<file path="src/rtl/srh_pkg.sv">
package srh_pkg;
   localparam int CLK_HZ = 10000000;
   localparam int HANG_FAST_MS = 20;
   localparam int HANG_SLOW_MS = 500;
   localparam int LEARN_WINDOW_MS = 10000;
   localparam int HANG_FAST_CYC = HANG_FAST_MS * (CLK_HZ / 1000);
   localparam int HANG_SLOW_CYC = HANG_SLOW_MS * (CLK_HZ / 1000);
   localparam int LEARN_CYC = LEARN_WINDOW_MS * (CLK_HZ / 1000);
   localparam int CNT_W = 24;
   localparam int LEARN_W = 27;
   localparam int SERIAL_W = 32;
   localparam int TABLE_DEPTH = 8;
   localparam int TABLE_AW = 3;
   localparam int STATE_LSB = 4;
   localparam int STATE_MSB = 6;
   localparam logic [2:0] MODE_SLOW_PLAIN = 3'h4;
   localparam logic [2:0] MODE_SLOW_NET = 3'h5;
   localparam logic [2:0] MODE_FAST_PLAIN = 3'h6;
   localparam logic [2:0] MODE_FAST_NET = 3'h7;

   typedef struct packed {
      logic [7:0] state_byte;
      logic [SERIAL_W-1:0] sender_serial_number;
      logic single_byte;
   } srh_packet_type;

   typedef struct packed {
      logic mode_strap_high;
      logic mode_strap_mid;
      logic mode_strap_low;
   } srh_strap_type;
endpackage

</file>
<file path="src/rtl/srh_receiver.sv">
// Notes on behaviour
// - Modes 4 to 7 are receive only; nothing is ever transmitted.
// - Fast modes drive three active-high outputs with 20 ms hang-time.
// - Mode 7 filters by learned sender; mode 6 accepts every packet.
// - Networked mode: learn pulse starts learning; pin then shows status.
// - Outputs follow the three received switch bits; all 8 patterns.
// - A high output holds for the hang-time, then drops without packets.
// - A packet inside the hang-time restarts it for held outputs.
// - Output stays high while packets keep reporting its input high.
// - With 20 ms hang-time, all-off costs only about 5 ms extra.
// - Long hang-time holds the last output 500 ms after input drops.
// - Output rises about 5 ms, at most 12 ms, after input rises.
// - Switch states come from bits 6 down to 4 of byte one.
// - A single all-zero state byte turns every output off at once.
// - Networked modes accept only packets from learned senders.
// - Mode straps are sampled once leaving reset, low strap is bit 0.
`timescale 1ns/100ps
module srh_receiver #(
   parameter int HANG_FAST = srh_pkg::HANG_FAST_CYC,
   parameter int HANG_SLOW = srh_pkg::HANG_SLOW_CYC,
   parameter int LEARN_CYC = srh_pkg::LEARN_CYC,
   parameter int DEPTH = srh_pkg::TABLE_DEPTH
) (
   input wire logic clk_sys,
   input wire logic rst_n,
   input wire srh_pkg::srh_strap_type straps,
   input wire logic packet_valid,
   input wire srh_pkg::srh_packet_type packet,
   input wire logic learn_status_in,
   output logic learn_status_out,
   output logic learn_status_oe_n,
   output logic switch_output_first,
   output logic switch_output_second,
   output logic switch_output_third,
   output logic receiver_ready,
   output logic transmit_enable
);
   typedef enum logic [1:0] {
      SRH_STRAP,
      SRH_RUN,
      SRH_LEARN
   } srh_state_type;

   srh_state_type state;
   srh_state_type next_state;
   logic [2:0] mode;
   logic [2:0] next_mode;
   logic [srh_pkg::LEARN_W-1:0] learn_cnt;
   logic [srh_pkg::LEARN_W-1:0] next_learn_cnt;
   logic learn_prev;
   logic next_learn_prev;
   logic pkt_q;
   logic [2:0] bits_q;
   logic zero_q;
   logic [2:0] next_bits_q;
   logic next_zero_q;
   logic next_pkt_q;
   logic [srh_pkg::SERIAL_W-1:0] serial_q;
   logic [srh_pkg::SERIAL_W-1:0] next_serial_q;
   logic table_hit;
   logic table_wr;
   logic networked;
   logic accept;
   logic kill;
   logic [srh_pkg::CNT_W-1:0] hang_cyc;
   logic [2:0] active;

   // Learn pin decode and output stage next values
   logic learn_rise;
   logic learn_timeout;
   logic learning;
   logic next_switch_first;
   logic next_switch_second;
   logic next_switch_third;
   logic next_learn_status_out;
   logic next_learn_status_oe_n;
   logic next_receiver_ready;
   logic next_transmit_enable;

   function automatic logic is_networked(input logic [2:0] m);
      return m == srh_pkg::MODE_SLOW_NET || m == srh_pkg::MODE_FAST_NET;
   endfunction

   // Modes 0 to 3 fall back to the long hang-time
   function automatic logic is_fast(input logic [2:0] m);
      return m == srh_pkg::MODE_FAST_PLAIN || m == srh_pkg::MODE_FAST_NET;
   endfunction

   function automatic logic [2:0] switch_bits(input logic [7:0] b);
      return b[srh_pkg::STATE_MSB:srh_pkg::STATE_LSB];
   endfunction

   // Only a one-byte packet counts; a zero byte with a header is a state
   function automatic logic is_zero_kill(input srh_pkg::srh_packet_type p);
      return p.single_byte && p.state_byte == 8'h00;
   endfunction

   assign networked = is_networked(mode);
   assign learning = state == SRH_LEARN;
   // Pin idles low through its pull-down, so prev starts low
   assign learn_rise = learn_status_in && !learn_prev;
   assign learn_timeout = learn_cnt <= srh_pkg::LEARN_W'(1);

   // Hang-time by mode
   always_comb
   begin
      if (is_fast(mode))
      begin
         hang_cyc = srh_pkg::CNT_W'(HANG_FAST);
      end
      else
      begin
         hang_cyc = srh_pkg::CNT_W'(HANG_SLOW);
      end
   end

   // Mode and learn sequencing
   always_comb
   begin
      next_state = state;
      next_mode = mode;
      next_learn_cnt = learn_cnt;
      next_learn_prev = learn_status_in;
      table_wr = 1'b0;
      case (state)
         SRH_STRAP:
         begin
            // Straps settle during reset; read them once here
            // sample straps
            next_mode = {straps.mode_strap_high, straps.mode_strap_mid,
                         straps.mode_strap_low};
            next_state = SRH_RUN;
         end
         SRH_RUN:
         begin
            if (networked && learn_rise)
            begin
               next_state = SRH_LEARN;
               next_learn_cnt = srh_pkg::LEARN_W'(LEARN_CYC);
            end
         end
         SRH_LEARN:
         begin
            // Learning ends on the first packet of either kind, storing its serial, or on window timeout
            if (pkt_q)
            begin
               table_wr = 1'b1;
               next_state = SRH_RUN;
            end
            else if (learn_timeout)
            begin
               // A missed window leaves the table unchanged
               next_state = SRH_RUN;
            end
            else
            begin
               next_learn_cnt = learn_cnt - 1'b1;
            end
         end
         default:
         begin
            next_state = SRH_STRAP;
         end
      endcase
   end

   // Packet capture stage
   // one-cycle latency
   always_comb
   begin
      next_pkt_q = packet_valid && state != SRH_STRAP;
      next_bits_q = bits_q;
      next_zero_q = zero_q;
      next_serial_q = serial_q;
      if (packet_valid)
      begin
         next_bits_q = switch_bits(packet.state_byte);
         next_zero_q = is_zero_kill(packet);
         // Serial is held for the table write after a learn packet
         next_serial_q = packet.sender_serial_number;
      end
   end

   always_ff @(posedge clk_sys)
   begin
      if (!rst_n)
      begin
         state <= SRH_STRAP;
         mode <= 3'h0;
         learn_cnt <= '0;
         learn_prev <= 1'b0;
         pkt_q <= 1'b0;
         bits_q <= 3'h0;
         zero_q <= 1'b0;
         serial_q <= '0;
      end
      else
      begin
         state <= next_state;
         mode <= next_mode;
         learn_cnt <= next_learn_cnt;
         learn_prev <= next_learn_prev;
         pkt_q <= next_pkt_q;
         bits_q <= next_bits_q;
         zero_q <= next_zero_q;
         serial_q <= next_serial_q;
      end
   end

   // Lookup uses the live bus so the hit lines up with pkt_q
   srh_serial_table #(
      .DEPTH(DEPTH),
      .AW(srh_pkg::TABLE_AW)
   ) u_table (
      .clk_sys(clk_sys),
      .rst_n(rst_n),
      .wr_en(table_wr),
      .wr_serial(serial_q),
      .lookup_serial(packet.sender_serial_number),
      .hit(table_hit)
   );

   // Packets seen while learning are stored, never applied
   always_comb
   begin
      accept = 1'b0;
      if (pkt_q && state == SRH_RUN)
      begin
         accept = !networked || table_hit;
      end
      kill = accept && zero_q;
   end

   // Timers read hang_cyc live; new straps need a reset anyway
   // Kill beats load so a zero byte never re-arms a timer
   // per-output counters
   for (genvar g = 0; g < 3; g++)
   begin : g_hang
      srh_hang_timer #(
         .CNT_W(srh_pkg::CNT_W)
      ) u_hang (
         .clk_sys(clk_sys),
         .rst_n(rst_n),
         .load(accept),
         .value(bits_q[g]),
         .kill(kill),
         .hang_cyc(hang_cyc),
         .active(active[g])
      );
   end

   // Output stage
   always_comb
   begin
      next_switch_first = active[0];
      next_switch_second = active[1];
      next_switch_third = active[2];
      next_learn_status_out = learning;
      // Release pin while idle so the learn pulse can be sensed
      next_learn_status_oe_n = !learning;
      // Ready only once the mode is known
      next_receiver_ready = state != SRH_STRAP;
      next_transmit_enable = 1'b0;
   end

   // Registered pins keep decode glitches off the board
   always_ff @(posedge clk_sys)
   begin
      if (!rst_n)
      begin
         switch_output_first <= 1'b0;
         switch_output_second <= 1'b0;
         switch_output_third <= 1'b0;
         learn_status_out <= 1'b0;
         learn_status_oe_n <= 1'b1;
         receiver_ready <= 1'b0;
         transmit_enable <= 1'b0;
      end
      else
      begin
         switch_output_first <= next_switch_first;
         switch_output_second <= next_switch_second;
         switch_output_third <= next_switch_third;
         learn_status_out <= next_learn_status_out;
         learn_status_oe_n <= next_learn_status_oe_n;
         receiver_ready <= next_receiver_ready;
         transmit_enable <= next_transmit_enable;
      end
   end
endmodule

</file>
<file path="src/rtl/srh_serial_table.sv">
`timescale 1ns/100ps
module srh_serial_table #(
   parameter int DEPTH = srh_pkg::TABLE_DEPTH,
   parameter int AW = srh_pkg::TABLE_AW
) (
   input wire logic clk_sys,
   input wire logic rst_n,
   input wire logic wr_en,
   input wire logic [srh_pkg::SERIAL_W-1:0] wr_serial,
   input wire logic [srh_pkg::SERIAL_W-1:0] lookup_serial,
   output logic hit
);
   logic [srh_pkg::SERIAL_W-1:0] mem [DEPTH];
   logic [DEPTH-1:0] used;
   logic [AW-1:0] wr_ptr;
   logic [DEPTH-1:0] next_used;
   logic [AW-1:0] next_wr_ptr;
   logic next_hit;

   always_comb
   begin
      next_used = used;
      next_wr_ptr = wr_ptr;
      next_hit = 1'b0;
      for (int i = 0; i < DEPTH; i++)
      begin
         if (used[i] && mem[i] == lookup_serial)
         begin
            next_hit = 1'b1;
         end
      end
      if (wr_en)
      begin
         next_used[wr_ptr] = 1'b1;
         next_wr_ptr = AW'(wr_ptr + 1'b1);
      end
   end

   always_ff @(posedge clk_sys)
   begin
      if (!rst_n)
      begin
         used <= '0;
         wr_ptr <= '0;
         hit <= 1'b0;
      end
      else
      begin
         used <= next_used;
         wr_ptr <= next_wr_ptr;
         hit <= next_hit;
      end
   end

   // Storage itself needs no reset; validity lives in used
   always_ff @(posedge clk_sys)
   begin
      if (wr_en)
      begin
         mem[wr_ptr] <= wr_serial;
      end
   end
endmodule

</file>
<file path="src/rtl/srh_hang_timer.sv">
`timescale 1ns/100ps
module srh_hang_timer #(
   parameter int CNT_W = srh_pkg::CNT_W
) (
   input wire logic clk_sys,
   input wire logic rst_n,
   input wire logic load,
   input wire logic value,
   input wire logic kill,
   input wire logic [CNT_W-1:0] hang_cyc,
   output logic active
);
   logic [CNT_W-1:0] count;
   logic [CNT_W-1:0] next_count;
   logic next_active;

   always_comb
   begin
      next_count = count;
      next_active = active;
      if (kill)
      begin
         next_count = '0;
         next_active = 1'b0;
      end
      else if (load)
      begin
         next_active = value;
         next_count = value ? hang_cyc : '0;
      end
      else if (active)
      begin
         if (count <= CNT_W'(1))
         begin
            next_active = 1'b0;
            next_count = '0;
         end
         else
         begin
            next_count = count - 1'b1;
         end
      end
   end

   always_ff @(posedge clk_sys)
   begin
      if (!rst_n)
      begin
         count <= '0;
         active <= 1'b0;
      end
      else
      begin
         count <= next_count;
         active <= next_active;
      end
   end
endmodule

</file>
<file path="config.mk">
export PLATFORM = sky130hd
export DESIGN_NAME = srh_receiver
export DESIGN_NICKNAME = d
export VERILOG_FILES = /design/src/rtl/srh_pkg.sv /design/src/rtl/srh_receiver.sv /design/src/rtl/srh_serial_table.sv /design/src/rtl/srh_hang_timer.sv
export SDC_FILE = /design/constraint.sdc
export NUM_CORES = 1
export LEC_CHECK = 0
export BUFFER_PORTS_ARGS = -buffer_cell sky130_fd_sc_hd__buf_2
export CAP_MARGIN = 10
export CELL_PAD_IN_SITES_DETAIL_PLACEMENT = 0
export CELL_PAD_IN_SITES_GLOBAL_PLACEMENT = 2
export CORE_MARGIN = 2
export CORE_UTILIZATION = 43
export DETAILED_ROUTE_END_ITERATION = 8
export PLACE_DENSITY = 0.79
export SLEW_MARGIN = 20
export SYNTH_ARGS = -nofsm -noshare
export SYNTH_HDL_FRONTEND = slang
export SYNTH_SLANG_ARGS = --single-unit
</file>
<file path="constraint.sdc">
create_clock -name clk_sys -period 5.3 [get_ports clk_sys]
set_input_delay 1.325 -clock clk_sys [delete_from_list [all_inputs] [get_ports clk_sys]]
set_output_delay 1.325 -clock clk_sys [all_outputs]
set_load 0.005 [all_outputs]
</file>
# Yosys cells after proc, flatten, opt, wreduce, memory -nomap -nowiden
# Memory sizes are Yosys's and may differ from the RTL's.
# Index checks and enable logic that the tools add are counted.
classes:
  addsub: 5
  order_cmp: 6
  eq_ne: 17
  n_mux: 45
  n_bitwise: 2
  n_reduce_logical: 31
ops:
  columns: ["operator", "count"]
  rows:
  - ["$eq 32x32->1", 8]
  - ["$mux 24", 9]
  - ["$mux 23", 4]
  - ["$mux 27", 3]
  - ["$le 24x1->1 const B", 3]
  - ["$sub 24x1->24 const B", 3]
  - ["$pmux 27 s2", 1]
  - ["$le 27x1->1 const B", 1]
  - ["$sub 27x1->27 const B", 1]
  - ["$mux 1", 23]
  - ["$logic_and 1x1->1", 15]
  - ["$reduce_bool 2->1", 5]
  - ["$eq 3x3->1 const B", 3]
  - ["$logic_not 8->1", 1]
  - ["$or 8x8->8", 1]
  - ["$mux 2", 3]
  - ["$ne 2x2->1 const B", 3]
  - ["$pmux 2 s3", 1]
  - ["$lt 3x4->1 const B", 1]
  - ["$reduce_and 4->1", 1]
  - ["$add 3x1->3 const B", 1]
  - ["$demux 1 s3", 1]
  - ["$ge 3x1->1 const B", 1]
  - ["$logic_not 1->1", 3]
  - ["other kinds (8)", 10]
word_totals:
  reg_bits: 163
  mem_bits_rw: 256
  in_bits: 48
  out_inout_bits: 7
  wordCells: 130
  mem_count: 1
memory_table:
  columns: ["name", "depth", "word_bits", "rd", "rd_ports_with_merged_regs", "wr", "line_no", "rtl"]
  rows:
  - ["u_table.mem", 8, 32, 8, 0, 1, "srh_serial_table.sv:13", "logic [srh_pkg::SERIAL_W-1:0] mem [DEPTH];"]

# Longest topological paths before layout
# An unclocked memory read counts as a cell.
depth:
  ltp_word: 11
  mapped_depth: 9
  depth_no_buf: 8

# Hierarchy
# Synthesis repeated with hierarchy kept, for this count alone.
hier_totals:
  hier_cells: 1663
  hier_area_um2: 19546.2
by_module_without_submodules:
  columns: ["mod", "instances", "cells_each", "area_each_um2", "seq_area_each_um2"]
  rows:
  - ["srh_serial_table", 1, 681, 11229.5, 7927.6]
  - ["srh_hang_timer", 3, 208, 1661.6, 500.5]
  - ["srh_receiver", 1, 358, 3331.9, 1521.5]

# Worst setup path after synthesis
# Ideal clock, no wire load.
synth_timing:
  path_kind: "reg2reg"
  from: "register state[1]"
  to: "memory u_table.mem[0][0] (netlist name) (enable)"
  setup_time_ps: 464
  arrival_time_ps: 3355
  required_time_ps: 4836
  path_slack_ps: 1482
  path_stages_with_launch: 5
  n_path_buf: 0
  synth_period_minus_slack_ps: 3818
  path_cell_list: "dfxtp_1 > nor2b_1 > nand2_1 > or2_2 > nor3_1"
synth_via:
  elab_chain_cells: 4
synth_lines:
  columns: ["element", "line_no", "rtl"]
  rows:
  - ["start: declaration", "srh_receiver.sv:44", "srh_state_type state;"]
  - ["start signal: assignment", "srh_receiver.sv:199", "state <= next_state;"]
  - ["$eq 2x2->1", "srh_receiver.sv:125", "case (state)"]
  - ["$mux 1", "srh_receiver.sv:125", null]
  - ["$mux 1", "srh_serial_table.sv:58", "if (wr_en)"]
  - ["$mux 1 (not written as such)", "srh_serial_table.sv:60", "mem[wr_ptr] <= wr_serial;"]
  - ["end: declaration", "srh_serial_table.sv:13", null]
# Every way passes these cells.

# Worst setup path after layout
layout_timing:
  from: "register learn_cnt[2] (netlist name)"
  to: "register learn_cnt[7] (netlist name)"
layout_via:
  elab_chain_cells: 4
  word_cells_on_any_way: 7
  classes_between: "add/sub: 1; order compare: 1; eq/ne: 1; mux: 3; reduce/logical: 1"
layout_lines:
  columns: ["element", "line_no", "rtl"]
  rows:
  - ["start: declaration", "srh_receiver.sv:48", "logic [srh_pkg::LEARN_W-1:0] learn_cnt;"]
  - ["start signal: assignment", "srh_receiver.sv:201", "learn_cnt <= next_learn_cnt;"]
  - ["$sub 27x1->27", "srh_receiver.sv:157", "next_learn_cnt = learn_cnt - 1'b1;"]
  - ["$mux 27", "srh_receiver.sv:150", "else if (learn_timeout)"]
  - ["$mux 27", "srh_receiver.sv:145", "if (pkt_q)"]
  - ["$pmux 27 s2", "srh_receiver.sv:125", null]
# Several ways; a longest one is shown, not always the timed one. The select of a mux whose other input is x is not followed.
# A chain may end at the register's enable or synchronous reset.

==> summary.txt <==
Worst hold path
  – WHS Path Cells: 2
  – Hold Crit Class: flip-flop to flip-flop
  – WHS Endpoint: g_hang[2].u_hang.count[22]$_SDFFE_PP0P_
  – Hold Path Origin: g_hang[2].u_hang.count[22]$_SDFFE_PP0P_

Routing
  – Via count: 11900
  – DR iter-0 viols: just under 900
  – Final wirelength: 47500 um
  – Post-route ant nets: 0
  – DRC: 0
  – 1st-pass router iterations: 5
  – Via density: between 5 and 6
  – Routed WL per cell: 22.0 um

Clocking
  – Num CTS Buffers: 46
  – H-tree lvl count: 2
  – CTS max path bufs: 3
  – Post-cts hold buffer count: 0
  – Resized Gates After CTS: 0
  – Sink Count: roughly 420
  – Clk root buf: clkbuf_16
  – CTS tree: yes
  – Post-CTS setup buffers: 0
  – Clock Latency Late Sink: 580 ps
  – Clock transition at the registers of the reported paths: 60 ps

Global routing
  – Largest net degree at the start of global routing: 51
  – Vias in the first global route: 11700
  – Initial antenna violation count: 0
  – Overall global routing resource usage: 21.9%
  – Total grt overflow: 0
  – First-pass GRT wire length: around 73000 um

Placement
  – Input/output buffers: 53
  – HPWL Detailed: around 31000 um
  – Post-Place Setup Slack: about 1800 ps
  – GP Congestion: between 0.7 and 0.8
  – DP Area: about 19000 um2

Power
  – Clock power frac: 44.6%
  – Overall power: ~0.0071 W
  – Worst vdd ir: 0.186 mV
  – Flop pwr share: approximately half
  – Pwr/cell area: between 300 and 400 nW/um2
  – Net Sw Power: between 0.0015 and 0.002 W
  – Comb pwr share: about 5.8%
  – Internal power: 0.00548 W
  – Static leakage: 7.06 nW
  – Switching Fraction: between 20 and 25%

Die
  – Die ar.: roughly 44000 um2
  – Die width: 210 um
  – Die Span Y: around 210 um
  – Top-Level Pins: 55
  – Starting density of the core: between 40% and 50%
  – Core footprint: roughly 42000 um2
  – Rows: 75

Synth
  – Sequential area share after synthesis: approximately three fifths
  – Most frequent cell after synthesis: edfxtp_1
  – Synth Instances: around 1500
  – Register bit total from synthesis: roughly 420
  – Asr flop ratio synth: 0%
  – Syn Std Cell Area: around 18000 um2
  – Yosys warns: 0
  – Synth top area cells: edfxtp_1 42%, dfxtp_1 18%, xnor2_1 7.8%, xor2_1 5.7%, mux2i_1 2.0%
  – Yosys cell types: between 60 and 70
  – Avg Inst Size Synth: roughly 12 um2
  – Synth top area share: between 40% and 50%
  – Post-synth EDFFs: approximately 260
  – Largest area contributor in the netlist: edfxtp_1
  – Syn nets: between 1500 and 2000
  – Synth Flop Type: edfxtp_1
  – Post-synth top cells: 256 x edfxtp_1, 163 x dfxtp_1, 162 x xnor2_1

Setup path
  – CP cell instances: or4_1 > or4_4 > o41ai_4 > buf_4 > a2111oi_0 > xnor2_1 > nor2_1
  – Crit path depth: 7
  – Crit end category: flip-flop
  – Worst R2R Start: learn_cnt[2]$_SDFFE_PN0P_
  – Critical-path top delay cell: o41ai_4
  – Crit Path Class: flip-flop to flip-flop
  – CP max stage delay: between 600 and 700 ps
  – Crit path max-delay family: simple AND/OR/NAND/NOR gates
  – R2R Setup Slk: around 2300 ps
  – Depth of the worst register-to-register path: 7
  – Largest fanout on the critical path: 15
  – Worst Path Arrival: around 3500 ps
  – Worst Path Required: between 5000 and 6000 ps
  – Reg2reg end: learn_cnt[7]$_SDFFE_PN0P_
  – Crit path launch type: flip-flop
  – Number of buffers and inverters on the critical path: 1

Timing
  – Final worst setup slack: about 2300 ps
  – Final setup viols: 0
  – Final Max Slew Viols: 0
  – Total negative slack: 0 ps
  – Final hold vios: 0
  – Worst slew pin tran: 1120 ps
  – RSZ-0062 raised after global routing: false
  – Fmax: around 330 MHz
  – Clock period minus worst slack: between 3000 and 4000 ps
  – Clock skew: ~22 ps
  – Slew HR: roughly a quarter
  – Final Cycle Share: between 50% and 60%

Outcome
  – Outcome: finished, final reports clean

Cells and area
  – NumNets Final: 1634
  – Fin util: between 40% and 50%
  – Synth-to-layout area growth: 12.9%
  – Final instance area: about 21000 um2
  – Diodes inserted: 0
  – Share of post-route cells with drive strength above 1: roughly a tenth

Flow run
  – Total of max-cap violations: 0
==> layout make-up <==
cell class / instances / area (um2)
fillers: 3811 / 21300
flip-flops and latches: 419 / 11000
multi-input cells: 1027 / 7050
clock buffers: 63 / 1250
well taps: 539 / 674
repair buffers: 69 / 434
clock inverters: 23 / 235
inverters: 14 / 52.6
==> flip-flops by register name, indices dropped and copies added (netlist names), 2 cells and up <==
register and cells:
bits_q 3, g_hang.u_hang.active 3, g_hang.u_hang.count 72, learn_cnt 27, mode 3, serial_q 32
state 2, u_table.mem 256, u_table.used 8, u_table.wr_ptr 3
==> cells in the final DEF, fill, tap and decap left out, types with 7 or more instances in the layout <==
| cell type | n |
|---|---|
| a211oi_1 | 7 |
| a21boi_0 | 13 |
| a21oi_1 | 64 |
| a31oi_1 | 23 |
| a32o_1 | 8 |
| and2_1 | 14 |
| buf_2 | 53 |
| buf_4 | 12 |
| clkbuf_1 | 13 |
| clkbuf_16 | 46 |
| clkinv_2 | 10 |
| dfxtp_1 | 163 |
| edfxtp_1 | 256 |
| ha_1 | 9 |
| inv_1 | 14 |
| mux2i_1 | 36 |
| nand2_1 | 67 |
| nand2b_1 | 8 |
| nand3_1 | 31 |
| nand3b_1 | 7 |
| nand4_1 | 47 |
| nor2_1 | 73 |
| nor2b_1 | 40 |
| nor3_1 | 55 |
| nor4_1 | 55 |
| o21a_1 | 9 |
| o21ai_0 | 60 |
| o31ai_1 | 10 |
| or3_1 | 16 |
| or4_1 | 10 |
| xnor2_1 | 162 |
| xor2_1 | 120 |
==> layer usage <==
layer  global-route usage [%]  part of all wire (%)  up-vias
met3                     3.34                   4.4       70
met1                     30.2                    45     5855
met5                        0                     0        -
met4                     6.24                   2.4        0
met2                     36.1                    48      294
li1                         -                     -     5725
==> stage by stage <==
step | hold WS [ps] | std cells
6_report | 465 | 2154
5_1_grt | 485 | 2154
4_1_cts | 467 | 2151
3_5_place_dp | 455 | 2065
3_3_place_gp | 449 | 2063
2_1_floorplan | 436 | 1539
==> power by group through the flow <==
stage | Combinational, W | Clock [W] | Sequential (W)
after floorplan | 0.000289 | 0 | 0.00358
after global placement | 0.000410 | 0 | 0.00361
after detailed placement | 0.000414 | 0 | 0.00361
after CTS | 0.000417 | 0.00325 | 0.00354
after global routing | 0.000453 | 0.00338 | 0.00355
final | 0.000412 | 0.00318 | 0.00354
==> kinds of logic after synthesis <==
group	Yosys count	synth area share, %
adder cells (fa/ha/maj)	9	0.615
AO/OA/AOI/OAI	247	8.79
buffers and inverters	93	2.03
flip-flops	419	59.8
multiplexers	36	1.97
AND/OR/NAND/NOR	452	13.2
other	1	0.0205
XOR/XNOR	282	13.5
==> tightest hold or removal path, stage by stage, from the launching register on <==
cell and delay (ps):
dfxtp_1 310, nand2_1 50, a21oi_1 50
==> how the worst max path moves through the flow <==
stage | start | end
2_1_floorplan | state[1]$_SDFFE_PN0P_ | u_table.mem[0][0]$_DFFE_PP_
3_3_place_gp | learn_status_in | learn_cnt[7]$_SDFFE_PN0P_
3_5_place_dp | learn_status_in | learn_cnt[4]$_SDFFE_PN0P_
4_1_cts | learn_cnt[2]$_SDFFE_PN0P_ | learn_cnt[7]$_SDFFE_PN0P_
5_1_grt | g_hang[0].u_hang.count[6]$_SDFFE_PP0P_ | g_hang[0].u_hang.count[4]$_SDFFE_PP0P_
6_report | learn_cnt[2]$_SDFFE_PN0P_ | learn_cnt[7]$_SDFFE_PN0P_
(Power assumes the default switching activity.)
